## config.mk

```make
export PLATFORM = sky130hd
export DESIGN_NAME = sgcr_global_ctrl_regs
export DESIGN_NICKNAME = d
export VERILOG_FILES = /design/src/sgcr_pkg.sv /design/src/sgcr_hash_if.sv /design/src/sgcr_hash_unit.sv /design/src/sgcr_global_ctrl_regs.sv
export SDC_FILE = /design/constraint.sdc
export NUM_CORES = 1
export LEC_CHECK = 0
export ABC_AREA = 1
export ABC_CLOCK_PERIOD_IN_PS = 6000
export BUFFER_PORTS_ARGS = -buffer_cell sky130_fd_sc_hd__clkbuf_2
export CORE_MARGIN = 5
export CORE_UTILIZATION = 50
export CTS_CLUSTER_SIZE = 14
export DETAILED_ROUTE_END_ITERATION = 16
export PLACE_DENSITY = 0.7
export SETUP_SLACK_MARGIN = 0.05
export SYNTH_ARGS = -nofsm -noshare
export SYNTH_HDL_FRONTEND = slang
export SYNTH_SLANG_ARGS = --single-unit
```

## constraint.sdc

```tcl
create_clock -name clk -period 6 [get_ports clk]
set_input_delay 1.2 -clock clk [delete_from_list [all_inputs] [get_ports clk]]
set_output_delay 1.2 -clock clk [all_outputs]
set_load 0.05 [all_outputs]
```

## src/sgcr_pkg.sv

```systemverilog
// Constants and types shared by the global switch control register bank
package sgcr_pkg;

   // Register byte offsets; the frame length and provider tag registers also answer at offset + 1 for the high byte
   localparam logic [11:0] SGCR_MAX_FRAME_LENGTH_OFS = 12'h308;
   localparam logic [11:0] SGCR_PROVIDER_TAG_OFS     = 12'h30a;
   localparam logic [11:0] SGCR_SHAPER_STRATEGY_OFS  = 12'h30e;
   localparam logic [11:0] SGCR_LOOKUP_CTRL0_OFS     = 12'h310;

   // Reset values
   localparam logic [15:0] SGCR_MAX_FRAME_LENGTH_RST = 16'h07d0;
   localparam logic [15:0] SGCR_PROVIDER_TAG_RST     = 16'h9100;
   localparam logic [15:0] SGCR_SHAPER_STRATEGY_RST  = 16'h0001;
   localparam logic [7:0]  SGCR_LOOKUP_CTRL0_RST     = 8'h61;

   // Field positions
   localparam int SGCR_MAX_LEN_MSB        = 13;
   localparam int SGCR_SHAPE_ACCT_BIT     = 1;
   localparam int SGCR_POLICE_ACCT_BIT    = 0;
   localparam int SGCR_VLAN_EN_BIT        = 7;
   localparam int SGCR_DROP_INVALID_BIT   = 6;
   localparam int SGCR_AGE_MSB            = 5;
   localparam int SGCR_AGE_LSB            = 3;
   localparam int SGCR_RSVD_MCAST_BIT     = 2;
   localparam int SGCR_HASH_MSB           = 1;
   localparam int SGCR_HASH_LSB           = 0;

   // Writable bits of the shaper strategy register
   localparam logic [15:0] SGCR_SHAPER_STRATEGY_MASK = 16'h0003;

   // Largest payload length software may program for jumbo frames
   localparam logic [13:0] SGCR_JUMBO_MAX_LEN = 14'h2328;

   // Inter-packet gap plus preamble, in bytes, added when overhead is charged
   localparam logic [15:0] SGCR_IPG_PREAMBLE_BYTES = 16'h0014;

   // Dynamic table index width and CRC generator for the CRC hash
   localparam int          SGCR_INDEX_W  = 10;
   localparam logic [9:0]  SGCR_CRC_POLY = 10'h233;

   // Hash selection encodings
   typedef enum logic [1:0] {
      SGCR_HASH_DIRECT0 = 2'h0,
      SGCR_HASH_CRC     = 2'h1,
      SGCR_HASH_XOR     = 2'h2,
      SGCR_HASH_DIRECT3 = 2'h3
   } sgcr_hash_t;

   // Frame truncation states, Gray ordered
   typedef enum logic [1:0] {
      SGCR_TR_IDLE = 2'b00,
      SGCR_TR_PASS = 2'b01,
      SGCR_TR_DROP = 2'b11
   } sgcr_trunc_t;

endpackage

```

## src/sgcr_hash_if.sv

```systemverilog
// Request and answer signals between the register bank and the hash unit
`timescale 1ns/1ps
interface sgcr_hash_if;
   import sgcr_pkg::*;

   logic                    req;
   logic [47:0]             dstAddr;
   sgcr_hash_t              sel;
   logic                    done;
   logic [SGCR_INDEX_W-1:0] index;

   modport engine (input req, input dstAddr, input sel, output done, output index);
   modport user   (output req, output dstAddr, output sel, input done, input index);
endinterface

```

## src/sgcr_hash_unit.sv

```systemverilog
// Dynamic lookup table index generator: direct, CRC or XOR mapping
`timescale 1ns/1ps
module sgcr_hash_unit
   import sgcr_pkg::*;
(
   // Clock, reset, enable
   input  wire logic   clk,
   input  wire logic   rstSyncB,
   input  wire logic   ce,
   // Hash request and answer
   sgcr_hash_if.engine hashBus
);

   // CRC over the 48 address bits, most significant bit first
   function automatic logic [SGCR_INDEX_W-1:0] crcIndex(input logic [47:0] addr);
      logic [SGCR_INDEX_W-1:0] crc;
      logic                    fb;
      crc = '0;
      for (int i = 47; i >= 0; i--) begin
         fb  = crc[SGCR_INDEX_W-1] ^ addr[i];
         crc = {crc[SGCR_INDEX_W-2:0], 1'b0};
         if (fb) begin
            crc = crc ^ SGCR_CRC_POLY;
         end
      end
      return crc;
   endfunction

   // XOR fold of the address into index-wide slices; top slice is 8 bits wide
   function automatic logic [SGCR_INDEX_W-1:0] xorIndex(input logic [47:0] addr);
      logic [SGCR_INDEX_W-1:0] acc;
      acc = addr[9:0] ^ addr[19:10] ^ addr[29:20] ^ addr[39:30];
      acc = acc ^ {2'h0, addr[47:40]};
      return acc;
   endfunction

   logic [SGCR_INDEX_W-1:0] index_q;
   logic                    done_q;

   // Index computed in one cycle, answered in the next
   always_ff @(posedge clk or negedge rstSyncB) begin
      if (!rstSyncB) begin
         index_q <= '0;
      end else if (ce && hashBus.req) begin
         case (hashBus.sel)
            SGCR_HASH_CRC:     index_q <= crcIndex(hashBus.dstAddr);
            SGCR_HASH_XOR:     index_q <= xorIndex(hashBus.dstAddr);
            default:           index_q <= hashBus.dstAddr[SGCR_INDEX_W-1:0];
         endcase
      end
   end

   // One-cycle answer strobe
   always_ff @(posedge clk or negedge rstSyncB) begin
      if (!rstSyncB) begin
         done_q <= 1'b0;
      end else if (ce) begin
         done_q <= hashBus.req;
      end
   end

   assign hashBus.index = index_q;
   assign hashBus.done  = done_q;

endmodule // sgcr_hash_unit

```

## src/sgcr_global_ctrl_regs.sv

```systemverilog
// Global switch control registers: frame length, provider tag, credit and lookup control
`timescale 1ns/1ps
module sgcr_global_ctrl_regs
   import sgcr_pkg::*;
(
   // Clock, reset, enable
   input  wire logic        clk,
   input  wire logic        rst_b,
   input  wire logic        ce,
   // Register port
   input  wire logic [11:0] regAddr,
   input  wire logic [15:0] regWrData,
   input  wire logic        regWrEn,
   input  wire logic        regRdEn,
   output logic      [15:0] regRdData,
   // Received payload stream
   input  wire logic        rxValid,
   input  wire logic [7:0]  rxData,
   input  wire logic        rxLast,
   // Forwarded payload stream
   output logic             txValid,
   output logic      [7:0]  txData,
   output logic             txLast,
   output logic             txTruncated,
   // Tag identifier selection
   input  wire logic        tagReq,
   input  wire logic        rxUntagged,
   input  wire logic        doubleTagEn,
   input  wire logic [15:0] rxTagId,
   output logic             tagValid,
   output logic      [15:0] tagIdOut,
   // Credit accounting
   input  wire logic        creditReq,
   input  wire logic [15:0] creditFrameBytes,
   output logic             creditValid,
   output logic      [15:0] shaperDeduct,
   output logic      [15:0] policerDeduct,
   // VLAN classification
   input  wire logic        vidReq,
   input  wire logic        vidInvalid,
   input  wire logic        unknownVidFwdEn,
   output logic             vidValid,
   output logic             vidDrop,
   output logic             vidToHost,
   output logic             vidUnknownFwd,
   output logic             vlanActive,
   // Dynamic entry update and lookup
   input  wire logic        entryUpdate,
   input  wire logic        lookupReq,
   input  wire logic [47:0] lookupDstAddr,
   output logic             entryAgeWrite,
   output logic      [2:0]  entryAgeValue,
   output logic             lookupValid,
   output logic      [9:0]  lookupIndex,
   output logic             rsvdMcastLookupEn
);

   // Byte lane decode: returns 1 when the address hits a register's low or high byte
   function automatic logic hitLow(input logic [11:0] a, input logic [11:0] ofs);
      return a == ofs;
   endfunction

   function automatic logic hitHigh(input logic [11:0] a, input logic [11:0] ofs);
      return a == (ofs + 12'h001);
   endfunction

   // Reset release through two flops; assertion stays asynchronous
   logic rstMeta_q;
   logic rstSyncB;

   always_ff @(posedge clk or negedge rst_b) begin
      if (!rst_b) begin
         rstMeta_q <= 1'b0;
         rstSyncB  <= 1'b0;
      end else begin
         rstMeta_q <= 1'b1;
         rstSyncB  <= rstMeta_q;
      end
   end

   // Stored register contents
   logic [15:0] maxFrameLength_q;
   logic [15:0] providerTagId_q;
   logic [1:0]  shaperStrategy_q;
   logic [7:0]  lookupCtrl0_q;

   logic [13:0] maxPayloadLength;
   logic        vlanEnable;
   logic        dropInvalidVid;
   sgcr_hash_t  lookupHashSelect;

   assign maxPayloadLength = maxFrameLength_q[SGCR_MAX_LEN_MSB:0];
   assign vlanEnable       = lookupCtrl0_q[SGCR_VLAN_EN_BIT];
   assign dropInvalidVid   = lookupCtrl0_q[SGCR_DROP_INVALID_BIT];
   assign lookupHashSelect = sgcr_hash_t'(lookupCtrl0_q[SGCR_HASH_MSB:SGCR_HASH_LSB]);

   // Register writes; a 16-bit write at the base offset fills both bytes
   always_ff @(posedge clk or negedge rstSyncB) begin
      if (!rstSyncB) begin
         maxFrameLength_q <= SGCR_MAX_FRAME_LENGTH_RST;
         providerTagId_q  <= SGCR_PROVIDER_TAG_RST;
         shaperStrategy_q <= SGCR_SHAPER_STRATEGY_RST[1:0];
         lookupCtrl0_q    <= SGCR_LOOKUP_CTRL0_RST;
      end else if (ce && regWrEn) begin
         if (hitLow(regAddr, SGCR_MAX_FRAME_LENGTH_OFS)) begin
            maxFrameLength_q <= regWrData;
         end
         if (hitHigh(regAddr, SGCR_MAX_FRAME_LENGTH_OFS)) begin
            maxFrameLength_q[15:8] <= regWrData[7:0];
         end
         if (hitLow(regAddr, SGCR_PROVIDER_TAG_OFS)) begin
            providerTagId_q <= regWrData;
         end
         if (hitHigh(regAddr, SGCR_PROVIDER_TAG_OFS)) begin
            providerTagId_q[15:8] <= regWrData[7:0];
         end
         if (hitLow(regAddr, SGCR_SHAPER_STRATEGY_OFS)) begin
            shaperStrategy_q <= regWrData[1:0];
         end
         if (hitLow(regAddr, SGCR_LOOKUP_CTRL0_OFS)) begin
            lookupCtrl0_q <= regWrData[7:0];
         end
      end
   end

   // Read mux; unmapped addresses and the shaper high byte read zero
   logic [15:0] rdMux;

   always_comb begin
      rdMux = 16'h0000;
      if (hitLow(regAddr, SGCR_MAX_FRAME_LENGTH_OFS)) begin
         rdMux = maxFrameLength_q;
      end else if (hitHigh(regAddr, SGCR_MAX_FRAME_LENGTH_OFS)) begin
         rdMux = {8'h00, maxFrameLength_q[15:8]};
      end else if (hitLow(regAddr, SGCR_PROVIDER_TAG_OFS)) begin
         rdMux = providerTagId_q;
      end else if (hitHigh(regAddr, SGCR_PROVIDER_TAG_OFS)) begin
         rdMux = {8'h00, providerTagId_q[15:8]};
      end else if (hitLow(regAddr, SGCR_SHAPER_STRATEGY_OFS)) begin
         rdMux = {14'h0000, shaperStrategy_q};
      end else if (hitLow(regAddr, SGCR_LOOKUP_CTRL0_OFS)) begin
         rdMux = {8'h00, lookupCtrl0_q};
      end
   end

   // Read data stands only in the cycle after the strobe
   always_ff @(posedge clk or negedge rstSyncB) begin
      if (!rstSyncB) begin
         regRdData <= 16'h0000;
      end else if (ce) begin
         regRdData <= regRdEn ? rdMux : 16'h0000;
      end
   end

   // Payload truncation: bytes past the limit are swallowed until the frame ends
   sgcr_trunc_t truncState_q;
   logic [13:0] payloadCount_q;
   logic        atLimit;

   // Limit of zero passes nothing; the last allowed byte is forced to end the frame
   assign atLimit = (payloadCount_q + 14'h0001) >= maxPayloadLength;

   always_ff @(posedge clk or negedge rstSyncB) begin
      if (!rstSyncB) begin
         truncState_q   <= SGCR_TR_IDLE;
         payloadCount_q <= 14'h0000;
      end else if (ce && rxValid) begin
         case (truncState_q)
            SGCR_TR_IDLE, SGCR_TR_PASS: begin
               if (rxLast) begin
                  truncState_q   <= SGCR_TR_IDLE;
                  payloadCount_q <= 14'h0000;
               end else if (atLimit || maxPayloadLength == 14'h0000) begin
                  truncState_q   <= SGCR_TR_DROP;
                  payloadCount_q <= 14'h0000;
               end else begin
                  truncState_q   <= SGCR_TR_PASS;
                  payloadCount_q <= payloadCount_q + 14'h0001;
               end
            end
            SGCR_TR_DROP: begin
               if (rxLast) begin
                  truncState_q <= SGCR_TR_IDLE;
               end
            end
            default: begin
               truncState_q   <= SGCR_TR_IDLE;
               payloadCount_q <= 14'h0000;
            end
         endcase
      end
   end

   // Output stream, registered; truncated frames end early with a flag
   always_ff @(posedge clk or negedge rstSyncB) begin
      if (!rstSyncB) begin
         txValid     <= 1'b0;
         txData      <= 8'h00;
         txLast      <= 1'b0;
         txTruncated <= 1'b0;
      end else if (ce) begin
         txValid     <= 1'b0;
         txLast      <= 1'b0;
         txTruncated <= 1'b0;
         if (rxValid && truncState_q != SGCR_TR_DROP && maxPayloadLength != 14'h0000) begin
            txValid     <= 1'b1;
            txData      <= rxData;
            txLast      <= rxLast || atLimit;
            txTruncated <= atLimit && !rxLast;
         end
      end
   end

   // Tag identifier: provider value for untagged frames or outer tag when double tagging
   always_ff @(posedge clk or negedge rstSyncB) begin
      if (!rstSyncB) begin
         tagValid <= 1'b0;
         tagIdOut <= 16'h0000;
      end else if (ce) begin
         tagValid <= tagReq;
         if (tagReq) begin
            tagIdOut <= (rxUntagged || doubleTagEn) ? providerTagId_q : rxTagId;
         end
      end
   end

   // Credit deductions; overhead charged per the accounting bits
   always_ff @(posedge clk or negedge rstSyncB) begin
      if (!rstSyncB) begin
         creditValid   <= 1'b0;
         shaperDeduct  <= 16'h0000;
         policerDeduct <= 16'h0000;
      end else if (ce) begin
         creditValid <= creditReq;
         if (creditReq) begin
            shaperDeduct  <= shaperStrategy_q[SGCR_SHAPE_ACCT_BIT]
                             ? creditFrameBytes + SGCR_IPG_PREAMBLE_BYTES
                             : creditFrameBytes;
            policerDeduct <= shaperStrategy_q[SGCR_POLICE_ACCT_BIT]
                             ? creditFrameBytes + SGCR_IPG_PREAMBLE_BYTES
                             : creditFrameBytes;
         end
      end
   end

   // VLAN verdict; nothing is dropped or redirected while VLAN mode is off
   always_ff @(posedge clk or negedge rstSyncB) begin
      if (!rstSyncB) begin
         vidValid      <= 1'b0;
         vidDrop       <= 1'b0;
         vidToHost     <= 1'b0;
         vidUnknownFwd <= 1'b0;
      end else if (ce) begin
         vidValid <= vidReq;
         if (vidReq) begin
            // Unknown-VLAN forwarding takes the frame before the drop bit is considered
            vidUnknownFwd <= vlanEnable && vidInvalid && unknownVidFwdEn;
            vidDrop       <= vlanEnable && vidInvalid && !unknownVidFwdEn
                             && dropInvalidVid;
            vidToHost     <= vlanEnable && vidInvalid && !unknownVidFwdEn
                             && !dropInvalidVid;
         end
      end
   end

   // Static control levels; VLAN enable assumes software already filled the table
   always_ff @(posedge clk or negedge rstSyncB) begin
      if (!rstSyncB) begin
         vlanActive        <= 1'b0;
         rsvdMcastLookupEn <= 1'b0;
      end else if (ce) begin
         vlanActive        <= vlanEnable;
         rsvdMcastLookupEn <= lookupCtrl0_q[SGCR_RSVD_MCAST_BIT];
      end
   end

   // Age value handed to each dynamic entry update
   always_ff @(posedge clk or negedge rstSyncB) begin
      if (!rstSyncB) begin
         entryAgeWrite <= 1'b0;
         entryAgeValue <= 3'h0;
      end else if (ce) begin
         entryAgeWrite <= entryUpdate;
         if (entryUpdate) begin
            entryAgeValue <= lookupCtrl0_q[SGCR_AGE_MSB:SGCR_AGE_LSB];
         end
      end
   end

   // Hash unit: one cycle to compute, answer registered here to keep outputs on flops
   sgcr_hash_if hashBus ();

   assign hashBus.req     = ce && lookupReq;
   assign hashBus.dstAddr = lookupDstAddr;
   assign hashBus.sel     = lookupHashSelect;

   sgcr_hash_unit u_hash (
      .clk      (clk),
      .rstSyncB (rstSyncB),
      .ce       (ce),
      .hashBus  (hashBus)
   );

   always_ff @(posedge clk or negedge rstSyncB) begin
      if (!rstSyncB) begin
         lookupValid <= 1'b0;
         lookupIndex <= 10'h000;
      end else if (ce) begin
         lookupValid <= hashBus.done;
         if (hashBus.done) begin
            lookupIndex <= hashBus.index;
         end
      end
   end

endmodule // sgcr_global_ctrl_regs

```

Yosys cells after proc, flatten, opt, wreduce, memory -nomap -nowiden

Index checks and enable logic that the tools add are counted.

$add $sub $neg: 2
Magnitude comparators: 1
Equality and inequality tests: 12
Muxes and demuxes: 167
Bitwise gates (word level): 99
Reduce and logical (&&, ||, !) cells: 38

Operator list:

| cell                    | count |
|---|---|
| $mux W10                | 142 |
| $not A5 Y5              | 47 |
| $mux W16                | 9 |
| $eq A12 B10 Y1 const B  | 6 |
| $xor A1 B1 Y1           | 47 |
| $mux W8                 | 5 |
| $xor A10 B10 Y10        | 3 |
| $mux W14                | 2 |
| $pmux W14 S2            | 1 |
| $reduce_and A2 Y1       | 14 |
| $pmux W10 S2            | 1 |
| $add A16 B5 Y16 const B | 1 |
| $add A14 B1 Y14 const B | 1 |
| $ge A14 B14 Y1          | 1 |
| $logic_not A14 Y1       | 1 |
| $reduce_bool A14 Y1     | 1 |
| $logic_and A1 B1 Y1     | 12 |
| $xor A10 B8 Y10         | 1 |
| $mux W2                 | 3 |
| $eq A2 B1 Y1 const B    | 2 |
| $eq A2 B2 Y1 const B    | 2 |
| $ne A2 B2 Y1 const B    | 2 |
| $pmux W2 S2             | 1 |
| $reduce_bool A2 Y1      | 2 |
| other kinds (6)         | 12 |

Bits in registers: 169
Word-level logic and storage cells: 351

Depth between registers and ports, before layout

Gate-level depths: netlist of run 1.

Depth after elaboration: 190
Gate-level depth with buffers: 56

Modules after synthesis

A second synthesis of run 1 with hierarchy kept.

Cells, all modules: 1624
Area, all modules: 11501.0 µm²

By module, submodules not included:

| module                | times used | cells each | area each (µm²) |
|---|---|---|---|
| sgcr_global_ctrl_regs | 1          | 1010       | 8155.3 |
| sgcr_hash_unit        | 1          | 614        | 3345.7 |

Worst setup path before layout of run 1

No wires, ideal clock.

Path kind: in2reg
Start: in lookupDstAddr[42]
End: reg u_hash.index_q[9], in the netlist u_hash.hashBus.index[9]
Setup time: 116 ps
Data arrival time: 4656 ps
Data required time: 5884 ps
Path slack: 1228 ps
Stages on the path: 55
Path through: buf_2 > nand2_1 > inv_1 > nor2_1 > nand2_1 > nand2_2 > nand2_2 > nand2_2 > nand2_1 > nand2_1 > nand2_1 > nand2_1 > nand2_1 > nand2_2 > nand2_1 > nand2_2 > inv_2 > nand2_2 > [19 not listed] > nand2_1 > nand2_1 > nand2_1 > nand2_1 > nand2_1 > nand2_1 > nand2_1 > nand2_1 > nand2_1 > nand3_1 > nand2_1 > nand2_1 > nand2_1 > nand2_1 > nand3_1 > nand2_1 > nand2_1 > nand2_1

Longest elaborated chain between the ends: 171

Ends and longest elaborated chain:

| item                 | RTL line                    | RTL |
|---|---|---|
| start, declared      | sgcr_global_ctrl_regs.sv:50 | `input wire logic [47:0] lookupDstAddr,` |
| $xor A1 B1 Y1 *      | sgcr_hash_unit.sv:20        | `fb = crc[SGCR_INDEX_W-1] ^ addr[i];` |
| $mux W10 *           | sgcr_hash_unit.sv:22        | `if (fb) begin` |
| $mux W10 *           | sgcr_hash_unit.sv:45        | `case (hashBus.sel)` |
| $mux W10 *           | sgcr_hash_unit.sv:44        | `end else if (ce && hashBus.req) begin` |
| $xor A1 B1 Y1        | sgcr_hash_unit.sv:20        |  |
| $mux W10 *           | sgcr_hash_unit.sv:22        |  |
| $mux W10 *           | sgcr_hash_unit.sv:45        |  |
| $mux W10 *           | sgcr_hash_unit.sv:44        |  |
| [155 not listed]     | --                          |  |
| $mux W10 *           | sgcr_hash_unit.sv:44        |  |
| $xor A1 B1 Y1        | sgcr_hash_unit.sv:20        |  |
| $mux W10 *           | sgcr_hash_unit.sv:22        |  |
| $mux W10 *           | sgcr_hash_unit.sv:45        |  |
| $mux W10 *           | sgcr_hash_unit.sv:44        |  |
| $xor A1 B1 Y1        | sgcr_hash_unit.sv:20        |  |
| $mux W10 *           | sgcr_hash_unit.sv:22        |  |
| $pmux W10 S2 *       | sgcr_hash_unit.sv:45        |  |
| end signal, assigned | sgcr_hash_unit.sv:46        | `SGCR_HASH_CRC: index_q <= crcIndex(hashBus.dstAddr);` |
| end signal, assigned | sgcr_hash_unit.sv:47        | `SGCR_HASH_XOR: index_q <= xorIndex(hashBus.dstAddr);` |
| end signal, assigned | sgcr_hash_unit.sv:48        | `default: index_q <= hashBus.dstAddr[SGCR_INDEX_W-1:0];` |
| end, declared        | sgcr_hash_unit.sv:37        | `logic [SGCR_INDEX_W-1:0] index_q;` |

Mark *: on every way between the ends. The rest lies on a longest branch, timed or not. The select of a mux whose other input is x is not followed.
A chain may end at the register's enable or synchronous reset.

Final worst setup path of run 1

Start: in lookupDstAddr[45]
End: reg u_hash.index_q[9], in the netlist u_hash.hashBus.index[9]

Longest elaborated chain between the ends: 183

Ends and longest elaborated chain:

| item             | RTL line |
|---|---|
| $xor A1 B1 Y1 *  | sgcr_hash_unit.sv:20 |
| $mux W10 *       | sgcr_hash_unit.sv:22 |
| $mux W10 *       | sgcr_hash_unit.sv:45 |
| $mux W10 *       | sgcr_hash_unit.sv:44 |
| $xor A1 B1 Y1    | sgcr_hash_unit.sv:20 |
| $mux W10 *       | sgcr_hash_unit.sv:22 |
| $mux W10 *       | sgcr_hash_unit.sv:45 |
| $mux W10 *       | sgcr_hash_unit.sv:44 |
| [167 not listed] | -- |
| $mux W10 *       | sgcr_hash_unit.sv:44 |
| $xor A1 B1 Y1    | sgcr_hash_unit.sv:20 |
| $mux W10 *       | sgcr_hash_unit.sv:22 |
| $mux W10 *       | sgcr_hash_unit.sv:45 |
| $mux W10 *       | sgcr_hash_unit.sv:44 |
| $xor A1 B1 Y1    | sgcr_hash_unit.sv:20 |
| $mux W10 *       | sgcr_hash_unit.sv:22 |
| $pmux W10 S2 *   | sgcr_hash_unit.sv:45 |

Marks and branches as above.

==> impl_metrics.csv, run 1 <==
group,metric,value,unit
power_and_ir_drop,power_density,410,mW/mm^2
cts,cts_root_buffer,"clkbuf_16",
routing,drc_errors,0,
cts,cts_setup_buffers,0,
cts,post_cts_resize_count,0,
flow_run,cap_violations,0,
cells_and_area,fillers,1994,
grt,grt_usage,25.1,%
synthesis,synth_mux_area_share,1.35,%
timing,maxSlewHeadroom,16.0,%
cts,cts_tree,"done",
synthesis,synth.most_common_cell,"nand2_1",
setup_path,path_class,"in -> reg",
setup_path,rr_startpoint,"payloadCount_q[0]",
synthesis,ys_seq_area_share,38.7,%
placed_design,gp_congestion,0.944,
cts,htree_levels,4,
routing,first_pass_iters,5,
setup_path,crit_path_max_fanout,8,
timing,drv_slew,0,
setup_path,required,6.31,ns
setup_path,r2r_setup_slack,1.67,ns
grt,grt-ovfl-total,0,
timing,finalCriticalPeriod,4.89,ns
floorplan,die_x,157,um
synthesis,synth_compound_area_share,14.3,%
floorplan,dieArea,0.0247,sq mm
setup_path,path_buf_inv,3,
setup_path,cp.depth,54,
routing,num_vias,10200,
power_and_ir_drop,p_leak,6.76,nW
timing,final-hold-violation-count,0,
cells_and_area,drive_above_1_share,21.2,%
setup_path,critPathTopFamily,"simple AND/OR/NAND/NOR gates",
cts,cts_buffers,17,
synthesis,synth_ff_type,"dfrtp_1",
floorplan,start_util,51.2,%
synthesis,avgSynthCellArea,7.48,sq um
floorplan,num_rows,53,
synthesis,synth_edf_count,0,
cts,cts_hold_buf,0,
timing,max_freq,204,MHz
synthesis,synth_xor_area_share,10.6,%
floorplan,core-area,0.0212,sq mm
setup_path,end_kind,"flop",
synthesis,synthArstFlopShare,100,%
cells_and_area,n_antenna_cell,0,
grt,grt_pass1_vias,9649,
synthesis,syn_nets,1600,
run_status,status,"finished, final reports clean",
routing,wire_per_inst,15.8,um
setup_path,rr_worst_depth,18,
cells_and_area,final_nets,1815,
grt,antenna_found_initial,2,
synthesis,synth_fa_ha_area_share,2.08,%
setup_path,crit_path_frequent_cell,"nand2_1",
synthesis,synth-seq-cells,167,
timing,setup_viol,0,
timing,fin_skew,0.0209,ns
setup_path,cp_slowest_cell,"clkbuf_2",
grt,grt_pass1_wl,49500,um
cells_and_area,fin_area,0.0128,sq mm
power_and_ir_drop,vdd.ir_drop.worst,590,uV
grt,grt_max_degree,64,
setup_path,crit_path_start_kind,"input pin",
setup_path,rr_endpoint,"payloadCount_q[4]",
timing,fin_crit_sh,81.6,%
cts,clk_pin_slew,0.07,ns
synthesis,synth_common_cells,"nand2_1, inv_1, dfrtp_1, o21ai_0, nand3_1",
timing,tightest_slew,1.25,ns
timing,rsz0062_at_grt,"false",
routing,ant_nets,0,
routing,viasPerCell,5.20,
hold_path,min_path_type,"reg -> reg",
cts,cts.path.max_buffers,2,
synthesis,synthTopCellsByArea,"dfrtp_1, nand2_1, inv_1",
cts,worstSkewPairLatency,0.44,ns
synthesis,synthesis.area,0.0108,sq mm
routing,routed_wl,30800,um
synthesis,synth.distinct_cells,45,
setup_path,cp.arrival,5.20,ns
synthesis,ys_warn_count,0,
placed_design,dpl.hpwl,24400,um
synthesis,synth_area_leader_cell,"dfrtp_1",
setup_path,setup.worst_path.start,"lookupDstAddr[45]",
power_and_ir_drop,power,5.23,mW
synthesis,synth-simple-area-share,23.9,%
cells_and_area,area_growth,17.8,%
cts,cts_sinks,167,
placed_design,port_buffers,229,
floorplan,io-pin-count,230,
timing,tns,0,ns
synthesis,synth_top_family_by_area,"simple AND/OR/NAND/NOR gates",
timing,hold_ws,0.341,ns
routing,drt-initial-drc-count,674,
floorplan,die_h,157,um
setup_path,worstSetupEndpoint,"u_hash.hashBus.index[9]",
setup_path,slowest_delay,0.18,ns
placed_design,place_area,0.0122,sq mm
synthesis,synth_top_cell_area_share,35.5,%
synthesis,synthCells,1450,
## per-layer routing
| layer | up-vias | wire length (um) | global-route usage (%) |
|---|---|---|---|
| met4 | 4 | 515 | 5.98 |
| met3 | 37 | 2240 | 4.29 |
| met5 | - | 27 | 0 |
| met2 | 341 | 14200 | 40.5 |
| li1 | 5111 | - | - |
| met1 | 4666 | 13900 | 35.6 |
## placed cells by master (no fill, tap or decap), drive strengths merged, types with 4 or more instances in the layout
cell,n
inv,218
clkbuf,250
nor2,76
xnor2,36
or2,6
o22ai,34
ha,18
a221oi,8
o21ai,145
mux2,13
a21boi,4
nor3,16
buf,6
o211ai,13
o221ai,11
dfrtp,154
nand4,6
dfstp,13
nor4,4
a32o,5
clkinv,7
nand2,410
xor2,77
nand3,87
clkinvlp,4
a21oi,41
## layout make-up
| cell class | instances | area (sq um) | share of cell area [%] |
|---|---|---|---|
| Clock inverter | 11 | 90.1 | 0.705 |
| Timing Repair Buffer | 235 | 1190 | 9.33 |
| Multi-Input combinational cell | 1026 | 5670 | 44.4 |
| Tap cell | 275 | 344 | 2.69 |
| Sequential cell | 167 | 4200 | 32.9 |
| Clock buffer | 21 | 460 | 3.60 |
| Inverter | 218 | 818 | 6.41 |
## per-stage QoR
stage,utilization [%],std cells,setup WS (ns)
floorplan,-,1450,1.02
detailed placement,57.8,1921,0.704
global route,60.4,1953,0.499
global placement,57.8,1921,0.824
finish,60.4,1953,1.11
CTS,60.4,1953,1.15
## flip-flops by register name, indices dropped and copies added, names as in the netlist, 2 cells and up
register,flops
lookupIndex,10
shaperDeduct,16
u_hash.hashBus.index,10
txData,8
payloadCount_q,14
policerDeduct,14
truncState_q,2
lookupCtrl0_q,8
regRdData,16
tagIdOut,16
maxFrameLength_q,16
providerTagId_q,16
shaperStrategy_q,2
entryAgeValue,3
## report_power, final
part | total (mW) | switching, mW | internal, mW
Sequential | 1.27 | 0.0597 | 1.21
Combinational | 2.93 | 1.93 | 0.994
Clock | 1.03 | 0.473 | 0.559
Total | 5.23 | 2.47 | 2.77
## cells by family after synthesis
group / Yosys count
xor gates and xnor gates: 116
muxes: 13
and+or+nand+nor: 609
buffers and inverters: 257
AOI/OAI and AO/OA: 269
other: 1
DFF: 167
adders and majority gates: 18
## worst min-delay path by stage
stage / startpoint / cells after the start / endpoint
after floorplan: rstMeta_q / 0 / rstSyncB
after global placement: rstMeta_q / 0 / rstSyncB
after detailed placement: rstMeta_q / 0 / rstSyncB
after CTS: rstMeta_q / 0 / rstSyncB
after global routing: rstMeta_q / 0 / rstSyncB
final: rstMeta_q / 0 / rstSyncB
Power figures use the tool's default switching activity.
==> run 2: changes to the inputs <==
--- a/config.mk
+++ b/config.mk
@@ -5,14 +5,14 @@
 export SDC_FILE = /design/constraint.sdc
 export NUM_CORES = 1
 export LEC_CHECK = 0
-export ABC_AREA = 1
-export ABC_CLOCK_PERIOD_IN_PS = 6000
+export ABC_AREA = 0
+export ABC_CLOCK_PERIOD_IN_PS = 4500
 export BUFFER_PORTS_ARGS = -buffer_cell sky130_fd_sc_hd__clkbuf_2
 export CORE_MARGIN = 5
-export CORE_UTILIZATION = 50
+export CORE_UTILIZATION = 49
 export CTS_CLUSTER_SIZE = 14
 export DETAILED_ROUTE_END_ITERATION = 16
-export PLACE_DENSITY = 0.7
+export PLACE_DENSITY = 0.73
 export SETUP_SLACK_MARGIN = 0.05
 export SYNTH_ARGS = -nofsm -noshare
 export SYNTH_HDL_FRONTEND = slang
==> constraint.sdc (replaced) <==
create_clock -name clk -period 4.5 [get_ports clk]
set_input_delay 0.9 -clock clk [delete_from_list [all_inputs] [get_ports clk]]
set_output_delay 0.9 -clock clk [all_outputs]
set_load 0.05 [all_outputs]
==> impl_metrics.csv, run 2 <==
group,metric,value,unit
run_status,status,"finished, final reports clean",
grt,grt_max_degree,59,
setup_path,path_class,"reg -> reg",
cells_and_area,mostFrequentLayoutCells,"clkbuf_2, dfrtp_1, xnor2_1, nand2_1, nor2_1",
timing,tightest_slew,1.02,ns
cts,cts_tree,"done",
synthesis,synthTopCellsByArea,"dfrtp_1, xnor2_1, mux2_2",
routing,viasPerCell,5.36,
flow_run,cap_violations,0,
cts,cts.path.max_buffers,2,
setup_path,r2r_setup_slack,1.05,ns
setup_path,crit_path_max_fanout,14,
setup_path,slowest_delay,0.48,ns
synthesis,avgSynthCellArea,10.3,sq um
floorplan,die_h,151,um
timing,fin_crit_sh,76.8,%
setup_path,rr_startpoint,"payloadCount_q[0]",
cts,worstSkewPairLatency,0.44,ns
cells_and_area,stdcell_count,1430,
placed_design,pre_cts_ws,0.814,ns
cells_and_area,n_antenna_cell,0,
routing,ant_nets,0,
synthesis,syn_nets,1090,
timing,max_freq,289,MHz
timing,final.setup.worst_slack,1.05,ns
timing,rsz0062_at_grt,"false",
cts,clk_pin_slew,0.08,ns
synthesis,synthArstFlopShare,100,%
timing,finalCriticalPeriod,3.45,ns
power_and_ir_drop,power_density,447,mW/mm^2
floorplan,start_util,49.8,%
hold_path,min_path_type,"in -> async",
timing,tns,0,ns
setup_path,end_kind,"flop",
synthesis,ys_warn_count,0,
routing,drt-initial-drc-count,526,
floorplan,io-pin-count,230,
grt,grt_pass1_wl,40300,um
placed_design,place_inst,1398,
cells_and_area,area_growth,20.2,%
power_and_ir_drop,p_leak,5.46,nW
cts,cts_buffers,17,
synthesis,synth.distinct_cells,61,
timing,drv_slew,0,
cts,htree_levels,4,
synthesis,synthCells,940,
cts,cts_root_buffer,"clkbuf_16",
routing,first_pass_iters,5,
setup_path,setup.worst_path.start,"payloadCount_q[0]",
cells_and_area,drive_above_1_share,31.4,%
timing,fin_skew,0.0153,ns
grt,grt-ovfl-total,0,
synthesis,synth_top_cell_area_share,39.8,%
cts,post_cts_resize_count,0,
setup_path,crit_path_start_kind,"flop",
synthesis,synth_area_leader_cell,"dfrtp_1",
floorplan,num_rows,51,
setup_path,cp.arrival,3.80,ns
routing,wl_met3,1730,um
grt,grt_usage,22.5,%
cells_and_area,final_common_cell,"clkbuf_2",
setup_path,required,4.85,ns
floorplan,die_x,151,um
routing,wl_met2,12000,um
synthesis,synth_edf_count,0,
routing,met1_length,11000,um
cts,cts_hold_buf,0,
routing,routed_wl,25100,um
synthesis,ys_seq_area_share,43.3,%
timing,final-hold-violation-count,0,
setup_path,cp_slowest_cell,"dfrtp_1",
floorplan,dieArea,0.0227,sq mm
setup_path,critical_path.cell_chain,"ha_1 > and3_1 > nand3_1 > nor3_1 > xor2_1 > ha_1 > nand4_1 > nor4_1 > nor4_1 > nor3b_1 > o21a_1 > nor2_1 > o211ai_1",
cts,cts_setup_buffers,0,
synthesis,synth_common_cells,"dfrtp_1, xnor2_1, nand2_1, nor2_1, a21oi_1",
cells_and_area,final_nets,1302,
placed_design,port_buffers,229,
floorplan,core-area,0.0195,sq mm
routing,num_vias,7661,
synthesis,synth.most_common_cell,"dfrtp_1",
routing,drc_errors,0,
cts,cts_sinks,167,
timing,setup_viol,0,
setup_path,rr_endpoint,"payloadCount_q[5]",
grt,antenna_found_initial,0,
routing,wire_per_inst,17.5,um
routing,top_layer_used,"met4",
power_and_ir_drop,vdd.ir_drop.worst,340,uV
synthesis,synth-seq-cells,167,
cells_and_area,finish.utilization,59.9,%
timing,maxSlewHeadroom,32.0,%
placed_design,dpl.hpwl,19400,um
setup_path,rr_worst_depth,13,
setup_path,worstSetupEndpoint,"payloadCount_q[5]",
synthesis,synthesis.area,0.00969,sq mm
grt,grt_pass1_vias,7845,
synthesis,synth_ff_type,"dfrtp_1",
placed_design,gp_congestion,0.892,
run 2: cell families after synthesis:
group / synth area share, %
buffers and inverters: 4.40
DFF: 43.3
and+or+nand+nor: 10.4
adders and majority gates: 2.32
AOI/OAI and AO/OA: 12.3
other: 0.0387
xor gates and xnor gates: 18.6
muxes: 8.62
run 2: worst min path at each step:
stage,start,end,slack [ns],cells after the start
floorplan,rstMeta_q,rstSyncB,0.33,0
global placement,rstMeta_q,rstSyncB,0.34,0
detailed placement,rstMeta_q,rstSyncB,0.34,0
CTS,rst_b,rstSyncB,0.20,1
global route,rst_b,rstSyncB,0.21,1
finish,rst_b,rstSyncB,0.22,1
run 2: where the power goes:
part           internal (mW)  switching, mW
Combinational          0.846           1.16
Sequential              1.62         0.0787
Clock                  0.763          0.734
run 2: layout make-up:
type | instances | area, sq um
Tap cell | 265 | 332
Clock inverter | 15 | 194
Fill cell | 1696 | 7810
Inverter | 49 | 184
Timing Repair Buffer | 241 | 1240
Multi-Input combinational cell | 676 | 5080
Sequential cell | 167 | 4200
Clock buffer | 17 | 425
run 2: per-stage QoR:
step / instance area [sq um] / hold slack [ns] / power (mW)
floorplan: 9700 / 0.331 / 3.36
global placement: 11000 / 0.338 / 3.70
detailed placement: 11000 / 0.337 / 3.74
CTS: 11600 / 0.201 / 5.26
global route: 11600 / 0.206 / 5.45
finish: 11600 / 0.221 / 5.21
run 2: metal layers:
layer,GRT usage [%],vias to the layer above
met5,0,-
met4,6.26,0
met3,4.82,27
met2,37.0,262
met1,30.1,3689
li1,-,3683
run 2: worst max-delay path, delay by kind of cell, from the launching register on:
family                   cells  cell delay, ns
AO/OA/AOI/OAI                2            0.62
flip-flops                   1            0.48
adder cells (fa/ha/maj)      2            0.51
XOR/XNOR                     1            0.23
AND/OR/NAND/NOR              8            1.52
==> run 3: changes to the inputs <==
--- a/config.mk
+++ b/config.mk
@@ -5,14 +5,14 @@
 export SDC_FILE = /design/constraint.sdc
 export NUM_CORES = 1
 export LEC_CHECK = 0
-export ABC_AREA = 0
-export ABC_CLOCK_PERIOD_IN_PS = 4500
+export ABC_AREA = 1
+export ABC_CLOCK_PERIOD_IN_PS = 3400
 export BUFFER_PORTS_ARGS = -buffer_cell sky130_fd_sc_hd__clkbuf_2
 export CORE_MARGIN = 5
-export CORE_UTILIZATION = 49
+export CORE_UTILIZATION = 50
 export CTS_CLUSTER_SIZE = 14
 export DETAILED_ROUTE_END_ITERATION = 16
-export PLACE_DENSITY = 0.73
+export PLACE_DENSITY = 0.7
 export SETUP_SLACK_MARGIN = 0.05
 export SYNTH_ARGS = -nofsm -noshare
 export SYNTH_HDL_FRONTEND = slang
==> constraint.sdc (replaced) <==
create_clock -name clk -period 3.4 [get_ports clk]
set_input_delay 0.68 -clock clk [delete_from_list [all_inputs] [get_ports clk]]
set_output_delay 0.68 -clock clk [all_outputs]
set_load 0.05 [all_outputs]
==> impl_metrics.csv, run 3 (synthesized netlist as in run 1, its figures left out) <==
group,metric,value,unit
power_and_ir_drop,p_leak,7.83,nW
cells_and_area,area.sequential,0.00420,sq mm
timing,fin_skew,0.0132,ns
cts,cts.path.max_buffers,2,
routing,drt-initial-drc-count,848,
cts,worstSkewPairLatency,0.43,ns
setup_path,end_kind,"flop",
cts,htree_levels,4,
setup_path,cp_slowest_cell,"xor2_2",
routing,routed_wl,35200,um
routing,drc_errors,0,
setup_path,crit_path_frequent_cell,"nand2_2",
floorplan,die_h,157,um
timing,tightest_slew,0.790,ns
cells_and_area,final_common_cell,"nand2_1",
timing,hold_ws,0.0138,ns
placed_design,gp_congestion,0.938,
run_status,status,"finished, violations left",
cells_and_area,fillers,1685,
setup_path,crit_path_start_kind,"input pin",
cells_and_area,multi_input_area,0.00668,sq mm
setup_path,rr_worst_depth,19,
routing,ant_nets,0,
setup_path,crit_path_max_fanout,4,
placed_design,pre_cts_ws,-1.32,ns
grt,grt-ovfl-total,0,
grt,grt_max_degree,61,
routing,wire_per_inst,16.7,um
timing,fin_crit_sh,133,%
setup_path,rr_startpoint,"payloadCount_q[2]",
setup_path,cp.depth,53,
cells_and_area,drive_above_1_share,38.7,%
grt,antenna_found_initial,1,
timing,drv_slew,0,
routing,first_pass_iters,5,
floorplan,start_util,51.2,%
grt,grt_usage,26.3,%
setup_path,worstSetupEndpoint,"u_hash.hashBus.index[9]",
power_and_ir_drop,vdd.ir_drop.worst,1160,uV
cts,cts_tree,"done",
setup_path,cp.arrival,4.84,ns
routing,num_vias,11300,
floorplan,core-area,0.0212,sq mm
power_and_ir_drop,power_density,851,mW/mm^2
cells_and_area,area_growth,39.5,%
timing,setup_viol,22,
setup_path,path_buf_inv,5,
placed_design,port_buffers,229,
floorplan,dieArea,0.0247,sq mm
floorplan,num_rows,53,
floorplan,io-pin-count,230,
setup_path,setup.worst_path.start,"lookupDstAddr[38]",
timing,max_freq,221,MHz
cts,cts_buffers,17,
timing,finalCriticalPeriod,4.52,ns
setup_path,critPathTopFamily,"simple AND/OR/NAND/NOR gates",
cts,cts_root_buffer,"clkbuf_16",
timing,final.setup.worst_slack,-1.12,ns
flow_run,cap_violations,0,
grt,grt_pass1_wl,52500,um
grt,grt_pass1_vias,10600,
setup_path,slowest_delay,0.18,ns
cts,clk_pin_slew,0.08,ns
cts,cts_sinks,167,
cells_and_area,mostFrequentLayoutCells,"nand2_1, clkbuf_2, inv_1, dfrtp_1, buf_4",
timing,rsz0062_at_grt,"true",
timing,final-hold-violation-count,0,
floorplan,die_x,157,um
hold_path,min_path_type,"in -> async",
setup_path,rr_endpoint,"payloadCount_q[1]",
setup_path,required,3.72,ns
setup_path,r2r_setup_slack,-0.08,ns
run_status,failed_checks,"setup timing",
timing,maxSlewHeadroom,47.3,%
setup_path,path_class,"in -> reg",
cells_and_area,n_antenna_cell,0,
routing,viasPerCell,5.37,
cells_and_area,final_nets,1962,
placed_design,dpl.hpwl,25300,um
[run 3: where the power goes]
group / switching, mW / leakage, nW / internal [mW]
clock network: 0.898 / 0.285 / 1.04
logic: 4.99 / 5.47 / 3.68
registers: 0.122 / 2.08 / 2.14
total: 6.01 / 7.83 / 6.86
[run 3: final cells by class]
class | instances | area share (%)
Timing Repair Buffer | 382 | 16.3
Clock inverter | 15 | 1.08
Clock buffer | 17 | 2.81
Sequential cell | 167 | 27.8
Multi-Input combinational cell | 1026 | 44.1
Tap cell | 275 | 2.28
Inverter | 218 | 5.61
[run 3: repair_timing]
action	CTS	global route
gates cloned	0	0
setup endpoints to repair	26	27
buffers inserted	14	16
endpoints found under the hold margin	0	0
pin swaps	49	95
hold buffers	0	0
resized for setup	93	210
[run 3: stage by stage]
stage	cells	power [mW]	area [sq um]	utilization, %	TNS [ns]
3_3_place_gp	2041	8.53	13200	62.2	-9.14
3_5_place_dp	2041	8.69	13200	62.2	-9.37
2_1_floorplan	1450	6.57	10900	-	-3.29
6_report	2100	12.9	15100	71.5	-6.16
5_1_grt	2100	13.7	15100	71.5	-11.12
4_1_cts	2087	11.2	14200	67.3	-2.83
[run 3: routing by layer]
metal	GRT usage, %	routed length, um	vias to the layer above
li1	-	-	5407
met4	8.40	994	2
met3	4.43	2730	80
met1	36.4	14500	5330
met5	0	13	-
met2	42.4	16900	460
[run 3: worst min path at each step]
| stage | endpoint | startpoint | cells after the start | slack [ns] |
|---|---|---|---|---|
| 2_1_floorplan | rstSyncB | rstMeta_q | 0 | 0.33 |
| 3_3_place_gp | rstSyncB | rstMeta_q | 0 | 0.34 |
| 3_5_place_dp | rstSyncB | rstMeta_q | 0 | 0.34 |
| 4_1_cts | rstSyncB | rst_b | 1 | 0.005 |
| 5_1_grt | rstSyncB | rst_b | 1 | 0.004 |
| 6_report | rstSyncB | rst_b | 1 | 0.01 |
[run 3: worst reg2reg max path: cells and delay by family (launching register included)]
kind / cells / cell delay (ns)
adders and majority gates: 1 / 0.25
AOI/OAI and AO/OA: 7 / 1.32
buffers and inverters: 4 / 0.49
xor gates and xnor gates: 1 / 0.21
DFF: 1 / 0.47
and+or+nand+nor: 6 / 0.67
